===== src/rtl/motor_irq_pkg.sv =====
// package: register map, field positions and reset values of the motor interrupt and ratio block
package motor_irq_pkg;
  localparam logic [1:0] ADDR_WEIGHT = 2'h0;
  localparam logic [1:0] ADDR_PRESCALE = 2'h1;
  localparam logic [1:0] ADDR_ENABLE = 2'h2;
  localparam logic [1:0] ADDR_FLAGS = 2'h3;
  localparam logic [7:0] WEIGHT_RESET = 8'h00;
  localparam logic [7:0] PRESCALE_RESET = 8'h00;
  localparam logic [7:0] ENABLE_RESET = 8'h00;
  localparam logic [7:0] FLAGS_RESET = 8'h00;
  localparam logic [7:0] RESYNC_VALUE = 8'hFF;
  localparam logic [3:0] RATIO_MAX = 4'hF;
  localparam logic [3:0] RATIO_MIN = 4'h0;
  localparam int WEIGHT_SHIFT = 8;
  // bit positions shared by enable mask and flags
  localparam int BIT_PWM_UPDATE = 7;
  localparam int BIT_SPEED_ERROR = 6;
  localparam int BIT_RATIO_UP = 6;
  localparam int BIT_RATIO = 5;
  localparam int BIT_RATIO_DOWN = 5;
  localparam int BIT_CURRENT_LIMIT = 4;
  localparam int BIT_EMERGENCY = 3;
  localparam int BIT_ZERO_CROSS = 2;
  localparam int BIT_DEMAG_END = 1;
  localparam int BIT_COMMUTATION = 0;
  localparam logic [1:0] SENSOR_NONE = 2'h0;

  typedef struct packed {
    logic [1:0] addr;
    logic [7:0] wdata;
    logic write;
    logic read;
  } reg_req_t;

  typedef struct packed {
    logic pwm_update;
    logic speed_error;
    logic ratio_up;
    logic ratio_down;
    logic current_limit;
    logic emergency_stop;
    logic zero_cross;
    logic demag_end;
    logic commutation;
  } events_t;

  typedef struct packed {
    logic voltage_current_select;
    logic hw_demag_select;
    logic sim_demag_select;
    logic auto_commutation_select;
    logic capture_select;
    logic [1:0] speed_sensor_select;
  } mode_t;
endpackage


===== src/rtl/motor_irq_regs.sv =====
// module: weight, prescaler, interrupt mask and interrupt flag registers of the motor controller
// Function
// - auto mode: zero-cross loads capture times weight/256
// - eight-bit read/write weight register, reset zero
// - upper nibble holds current-mode sampling ratio
// - lower nibble is commutation timer prescale
// - auto or sensor mode: ratio events step the prescale up or down
// - enable mask bit layout, one enables
// - one ratio enable gates both ratio requests
// - current limit interrupt only in voltage mode
// - demag interrupt needs hardware or simulated demag
// - flag register bit layout, one pending
// - pwm update flag set on preload transfer
// - switched: up flag steps ratio, shifts right
// - switched: down flag steps ratio, shifts left
// - auto or sensor mode: ratio flags plain pending
// - writing FFh resyncs pwm and sets update
// - auto mode: software writes other than FFh only clear flags
// - request raised only when flag and enable set
// - resync write leaves other flags untouched
// - commutation select: zero switched, one auto
// - capture select: zero previous, one current capture
`timescale 1ns/1ps
`default_nettype none
module motor_irq_regs
  import motor_irq_pkg::*;
(
  input wire logic clock,
  input wire logic reset_n,
  input wire reg_req_t req,
  output logic [7:0] rdata,
  input wire events_t events,
  input wire mode_t mode,
  input wire logic [7:0] current_capture,
  input wire logic [7:0] previous_capture,
  output logic [7:0] next_commutation_compare,
  output logic [3:0] timer_prescale_ratio,
  output logic [3:0] sampling_ratio,
  output logic timer_shift_right,
  output logic timer_shift_left,
  output logic pwm_resync,
  output logic [7:0] irq_request,
  output logic irq
);

  // ----------------------------------------------------------------
  // mode decode
  // ----------------------------------------------------------------
  logic auto_mode;
  logic sensor_mode;
  logic ratio_plain;
  logic wr_weight;
  logic wr_prescale;
  logic wr_enable;
  logic wr_flags;
  logic resync;

  assign auto_mode = mode.auto_commutation_select;
  assign sensor_mode = (mode.speed_sensor_select != SENSOR_NONE);
  assign ratio_plain = auto_mode | sensor_mode;
  assign wr_weight = req.write && (req.addr == ADDR_WEIGHT);
  assign wr_prescale = req.write && (req.addr == ADDR_PRESCALE);
  assign wr_enable = req.write && (req.addr == ADDR_ENABLE);
  assign wr_flags = req.write && (req.addr == ADDR_FLAGS);
  assign resync = wr_flags && (req.wdata == RESYNC_VALUE);

  // ----------------------------------------------------------------
  // weight and multiplier
  // ----------------------------------------------------------------
  logic [7:0] weight_factor_q;
  logic [7:0] mult_operand;
  logic [15:0] product;

  always_ff @(posedge clock or negedge reset_n) begin
    if (!reset_n) begin
      weight_factor_q <= WEIGHT_RESET;
    end else if (wr_weight) begin
      weight_factor_q <= req.wdata;
    end
  end

  assign mult_operand = mode.capture_select ? current_capture : previous_capture;
  assign product = weight_factor_q * mult_operand;

  always_ff @(posedge clock or negedge reset_n) begin
    if (!reset_n) begin
      next_commutation_compare <= 8'h00;
    end else if (auto_mode && events.zero_cross) begin
      next_commutation_compare <= product[15:WEIGHT_SHIFT];
    end
  end

  // ----------------------------------------------------------------
  // prescaler and sampling ratio
  // ----------------------------------------------------------------
  logic [7:0] flags_q;
  logic sw_step_up;
  logic sw_step_down;
  logic step_up;
  logic step_down;

  // switched mode: pending ratio flags act at the next commutation
  assign sw_step_up = !ratio_plain && flags_q[BIT_RATIO_UP] && !flags_q[BIT_RATIO_DOWN]
                      && events.commutation;
  assign sw_step_down = !ratio_plain && flags_q[BIT_RATIO_DOWN] && !flags_q[BIT_RATIO_UP]
                        && events.commutation;
  assign step_up = (ratio_plain && events.ratio_up && !events.ratio_down) || sw_step_up;
  assign step_down = (ratio_plain && events.ratio_down && !events.ratio_up) || sw_step_down;

  always_ff @(posedge clock or negedge reset_n) begin
    if (!reset_n) begin
      sampling_ratio <= PRESCALE_RESET[7:4];
    end else if (wr_prescale) begin
      sampling_ratio <= req.wdata[7:4];
    end
  end

  always_ff @(posedge clock or negedge reset_n) begin
    if (!reset_n) begin
      timer_prescale_ratio <= PRESCALE_RESET[3:0];
    end else if (wr_prescale) begin
      timer_prescale_ratio <= req.wdata[3:0];
    end else if (step_up && timer_prescale_ratio != RATIO_MAX) begin
      timer_prescale_ratio <= timer_prescale_ratio + 4'h1;
    end else if (step_down && timer_prescale_ratio != RATIO_MIN) begin
      timer_prescale_ratio <= timer_prescale_ratio - 4'h1;
    end
  end

  always_ff @(posedge clock or negedge reset_n) begin
    if (!reset_n) begin
      timer_shift_right <= 1'b0;
      timer_shift_left <= 1'b0;
    end else begin
      timer_shift_right <= sw_step_up;
      timer_shift_left <= sw_step_down;
    end
  end

  // ----------------------------------------------------------------
  // enable mask
  // ----------------------------------------------------------------
  logic [7:0] enable_q;

  always_ff @(posedge clock or negedge reset_n) begin
    if (!reset_n) begin
      enable_q <= ENABLE_RESET;
    end else if (wr_enable) begin
      enable_q <= req.wdata;
    end
  end

  // ----------------------------------------------------------------
  // flags
  // ----------------------------------------------------------------
  logic [7:0] hw_set;
  logic [7:0] flags_d;
  logic [7:0] sw_set_mask;

  always_comb begin
    hw_set = 8'h00;
    hw_set[BIT_PWM_UPDATE] = events.pwm_update || resync;
    hw_set[BIT_RATIO_UP] = ratio_plain && events.ratio_up;
    hw_set[BIT_RATIO_DOWN] = ratio_plain && events.ratio_down;
    hw_set[BIT_CURRENT_LIMIT] = events.current_limit && !mode.voltage_current_select;
    hw_set[BIT_EMERGENCY] = events.emergency_stop;
    hw_set[BIT_ZERO_CROSS] = events.zero_cross;
    hw_set[BIT_DEMAG_END] = events.demag_end;
    hw_set[BIT_COMMUTATION] = events.commutation;
  end

  // in switched mode software may set the two ratio flags
  assign sw_set_mask = ratio_plain ? 8'h00 : 8'h60;

  always_comb begin
    flags_d = flags_q;
    if (wr_flags && !resync) begin
      // zeros clear, ones keep; ratio ones set in switched mode
      flags_d = (flags_q & req.wdata) | (req.wdata & sw_set_mask);
    end
    if (!ratio_plain && events.commutation) begin
      flags_d[BIT_RATIO_UP] = 1'b0;
      flags_d[BIT_RATIO_DOWN] = 1'b0;
    end
    flags_d = flags_d | hw_set;
  end

  always_ff @(posedge clock or negedge reset_n) begin
    if (!reset_n) begin
      flags_q <= FLAGS_RESET;
    end else begin
      flags_q <= flags_d;
    end
  end

  always_ff @(posedge clock or negedge reset_n) begin
    if (!reset_n) begin
      pwm_resync <= 1'b0;
    end else begin
      pwm_resync <= resync;
    end
  end

  // ----------------------------------------------------------------
  // interrupt requests
  // ----------------------------------------------------------------
  logic [7:0] gate;
  logic demag_ok;

  assign demag_ok = mode.hw_demag_select | mode.sim_demag_select;

  always_comb begin
    gate = enable_q;
    gate[BIT_RATIO_UP] = enable_q[BIT_RATIO] && ratio_plain;
    gate[BIT_RATIO_DOWN] = enable_q[BIT_RATIO] && ratio_plain;
    gate[BIT_CURRENT_LIMIT] = enable_q[BIT_CURRENT_LIMIT] && !mode.voltage_current_select;
    gate[BIT_DEMAG_END] = enable_q[BIT_DEMAG_END] && demag_ok;
  end

  always_ff @(posedge clock or negedge reset_n) begin
    if (!reset_n) begin
      irq_request <= 8'h00;
      irq <= 1'b0;
    end else begin
      irq_request <= flags_d & gate;
      irq <= |(flags_d & gate);
    end
  end

  // ----------------------------------------------------------------
  // read port
  // ----------------------------------------------------------------
  always_ff @(posedge clock or negedge reset_n) begin
    if (!reset_n) begin
      rdata <= 8'h00;
    end else if (req.read) begin
      case (req.addr)
        ADDR_WEIGHT: rdata <= weight_factor_q;
        ADDR_PRESCALE: rdata <= {sampling_ratio, timer_prescale_ratio};
        ADDR_ENABLE: rdata <= enable_q;
        ADDR_FLAGS: rdata <= flags_q;
        default: rdata <= 8'h00;
      endcase
    end else begin
      rdata <= 8'h00;
    end
  end

endmodule // motor_irq_regs
`default_nettype wire


===== config.mk =====
export PLATFORM = sky130hd
export DESIGN_NAME = motor_irq_regs
export DESIGN_NICKNAME = d
export VERILOG_FILES = /design/src/rtl/motor_irq_pkg.sv /design/src/rtl/motor_irq_regs.sv
export SDC_FILE = /design/constraint.sdc
export NUM_CORES = 1
export LEC_CHECK = 0
export BUFFER_PORTS_ARGS = -buffer_cell sky130_fd_sc_hd__buf_2
export CAP_MARGIN = 20
export CORE_MARGIN = 10
export CORE_UTILIZATION = 40
export CTS_CLUSTER_DIAMETER = 120
export DETAILED_ROUTE_END_ITERATION = 8
export MAX_ROUTING_LAYER = met4
export SYNTH_ARGS = -nofsm -noshare
export SYNTH_HDL_FRONTEND = slang
export SYNTH_SLANG_ARGS = --single-unit
export TNS_END_PERCENT = 10

===== constraint.sdc =====
create_clock -name clock -period 5 [get_ports clock]
set_clock_uncertainty 0.2 [all_clocks]
set_input_delay 0.5 -clock clock [delete_from_list [all_inputs] [get_ports clock]]
set_output_delay 0.5 -clock clock [all_outputs]
set_load 0.005 [all_outputs]

==> flow_summary.ini <==
[worst_setup_path]
required_ns = 5.00
cp.arrival_ns = 4.81
path_delay_family = adder cells
cp-end-kind = register
crit_buf_inv = 5
crit_path_start_kind = input pin
crit_slowest_cell = fa_1
path_common_cell = fa_1
cpPeakStageDelay_ns = 0.54
crit_path_cell_trace = clkbuf_4 > buf_4 > mux2i_1 > buf_4 > nor2b_1 > fa_1 > fa_1 > inv_1 > fa_1 > inv_1 > fa_1 > ha_1 > a211oi_2 > nand2_1 > or3_4 > a311o_1 > xnor2_1 > o21ai_1
path_max_fanout = 6
worstSetupPathType = input pin to register

[finish]
syn_to_final_growth_pct = 23.5
fin_nets = 661
antenna_cells = 0
final_cells = 692
final_area_um2 = 5830
drive_gt1_frac = 0.330

[job]
max_cap_violations = 0

[detailed_routing]
drt_wl_total_mm = 11.2
drc_errors = 0
antenna_left = 0
viasPerCell = 5.14
first_pass_iters = 4
wire_per_inst_um = 16.3
vias = 3554
drt-initial-drc-count = 85

[synthesis]
netlist_instances = 426
avgSynthCellArea_um2 = 11.1
synth-warning-count = 0
ys_types = 61
syn_area_um2 = 4720
synth-adder-area-share = 0.245
synth-compound-area-share = 0.0927
yosys.area_share.simple = 0.181
yosysSeqAreaShare = 0.318
synthMuxAreaShare = 0.104
synth.net_count = 543
synth_enable_flop_cells = 0
synthArstFlopShare = 1.00
synth-main-ff-cell = dfrtp_1
ys_ff_latch = 60
synthXorXnorAreaFrac = 0.0185
synth_top_family_by_area = adder cells

[clocking]
clkTransAtPathRegs_ns = 0.06
cts_buffer_depth = 2
ctsHoldBuffers = 0
cts.sink_count = 60
cts_inserted_buffers = 9
root_buffer = clkbuf_16
cts_tree = built
cts_setup_buffers = 0
clkLatencyLatePin_ns = 0.33
htreeDepth = 3

[power]
max-vdd-ir-drop_uv = 427
power.leakage_nw = 2.86
p_per_area_nw_per_um2 = 561

[min_path]
hold_path_class = input pin to asynchronous set/reset pin

[die]
die-width_um = 129
start_util = 0.412
rows = 39
fp.coreArea_um2 = 11500
num_io_pins = 82
die-area_um2 = 16600
die_h_um = 129

[timing]
timing.final.ws_setup_ns = 0.189
finalHoldViolations = 0
maxSlewHeadroom = 0.483
drv_slew = 0
fmax_mhz = 208
hold_ws_ns = 0.127
finalCritPeriodShare = 0.962
setup_viol = 0
finalCriticalPeriod_ns = 4.81
worst_pin_slew_ns = 0.775

[placed_design]
dp_hpwl_mm = 9.28
portBuffers = 80
dp_cells = 676
placed_cell_area_um2 = 5530
gp_congestion = 0.857
dp_slack_ns = -0.255

[global_route]
grt_pass1_wl_mm = 19.0
grt_max_degree = 61
grt_pass1_vias = 3955
antenna_found_initial = 0
grt_usage = 0.144
overflow = 0

[run_status]
status = completed
routing by layer:
metal,up-vias,GRT usage,part of all wire
met5,-,-,0
met4,0,0.0491,0.023
met3,13,0.0255,0.020
met2,57,0.245,0.54
met1,1776,0.167,0.42
li1,1708,-,-
power breakdown:
part	internal [W]	switching (W)	leakage, nW
logic	0.00105	0.000971	2.02
clock network	0.000347	0.000217	0.129
registers	0.000588	0.0000973	0.712
final timing paths:
path                                              from                          end  slack (ns)  cells past startpoint
min reg2reg                next_commutation_compare[2]  next_commutation_compare[2]        0.28                      2
max in group asynchronous                      reset_n                     rdata[7]        3.96                      2
min                                            reset_n      timer_prescale_ratio[0]        0.13                      2
min in group clock                             mode[6]                   flags_q[4]        0.18                      2
max reg2reg                         weight_factor_q[3]  next_commutation_compare[1]        0.37                     15
max                                            mode[2]  next_commutation_compare[7]        0.19                     18
layout by cell type (no fill, tap or decap), types with 3 or more instances in the layout:
master      n
o21ai_0    12
a21o_1      3
o22ai_1     4
nor2b_1    26
buf_4      35
nand2_1    39
clkbuf_16   9
fa_1       36
nor3_1      7
and2_1     26
mux2i_4     3
xor2_1      3
nand2b_1    7
mux2_2     16
nor2_1      6
nand4_1     3
mux2_4      3
and3_1      4
and2b_1     9
a21oi_1     7
xnor2_1     7
dfrtp_1    60
inv_1      37
ha_1       33
a31oi_1     3
o21a_1      3
mux2i_1     4
nand3_1     3
buf_2      79
mux4_2      8
o21ai_1     7
worst register-to-register path, delay by kind of cell, from the launching register on:
kind	cells	cell delay, ns
AOI/OAI and AO/OA	3	0.48
and+or+nand+nor	2	0.53
DFF	1	0.48
buffers and inverters	4	0.37
xor gates and xnor gates	1	0.13
adders and majority gates	5	2.29
timing repair:
item / CTS / global route
gates resized for setup: 0 / 8
endpoints found under the hold margin: 0 / 0
setup endpoints to repair: 0 / 5
metrics by stage:
stage,total power (W),utilization,TNS [ns]
after floorplan,0.00197,-,0
after global placement,0.00265,0.482,-0.658
after detailed placement,0.00270,0.482,-1.37
after CTS,0.00328,0.506,0
after global routing,0.00361,0.509,-0.00461
final,0.00327,0.509,0
registers in the layout (all words and copies together) (netlist names):
register,count
timer_prescale_ratio,4
irq_request,8
timer_shift_left,1
timer_shift_right,1
pwm_resync,1
sampling_ratio,4
next_commutation_compare,8
flags_q,8
irq,1
enable_q,8
weight_factor_q,8
rdata,8
cells in the mapped netlist (5+ instances only):
cell | count | area (um^2)
dfrtp_1 | 60 | 1500
nand2_1 | 39 | 146
inv_1 | 37 | 139
fa_1 | 36 | 721
ha_1 | 35 | 438
nor2b_1 | 27 | 169
and2_1 | 26 | 163
mux2_2 | 19 | 214
o21ai_0 | 12 | 60.1
and2b_1 | 9 | 67.6
mux4_2 | 8 | 180
a21oi_1 | 7 | 35.0
nand2b_1 | 7 | 43.8
nor3_1 | 7 | 35.0
o21ai_1 | 7 | 35.0
xnor2_1 | 7 | 61.3
nor2_1 | 6 | 22.5
mux2i_1 | 5 | 50.1
final cells by class:
class	count	area [um^2]
clock inverters	4	25.0
multi-input cells	321	3080
flip-flops and latches	60	1500
clock buffers	12	246
inverters	37	139
repair buffers	115	666
well taps	143	179
fillers	1040	5630
logic make-up after synthesis:
| logic type | Yosys count |
|---|---|
| compound gates | 59 |
| xor+xnor | 10 |
| fa+ha+maj | 71 |
| buf+inv | 45 |
| flops | 60 |
| mux | 34 |
| simple gates | 147 |
Note: power is estimated with default switching activity, not from simulation.
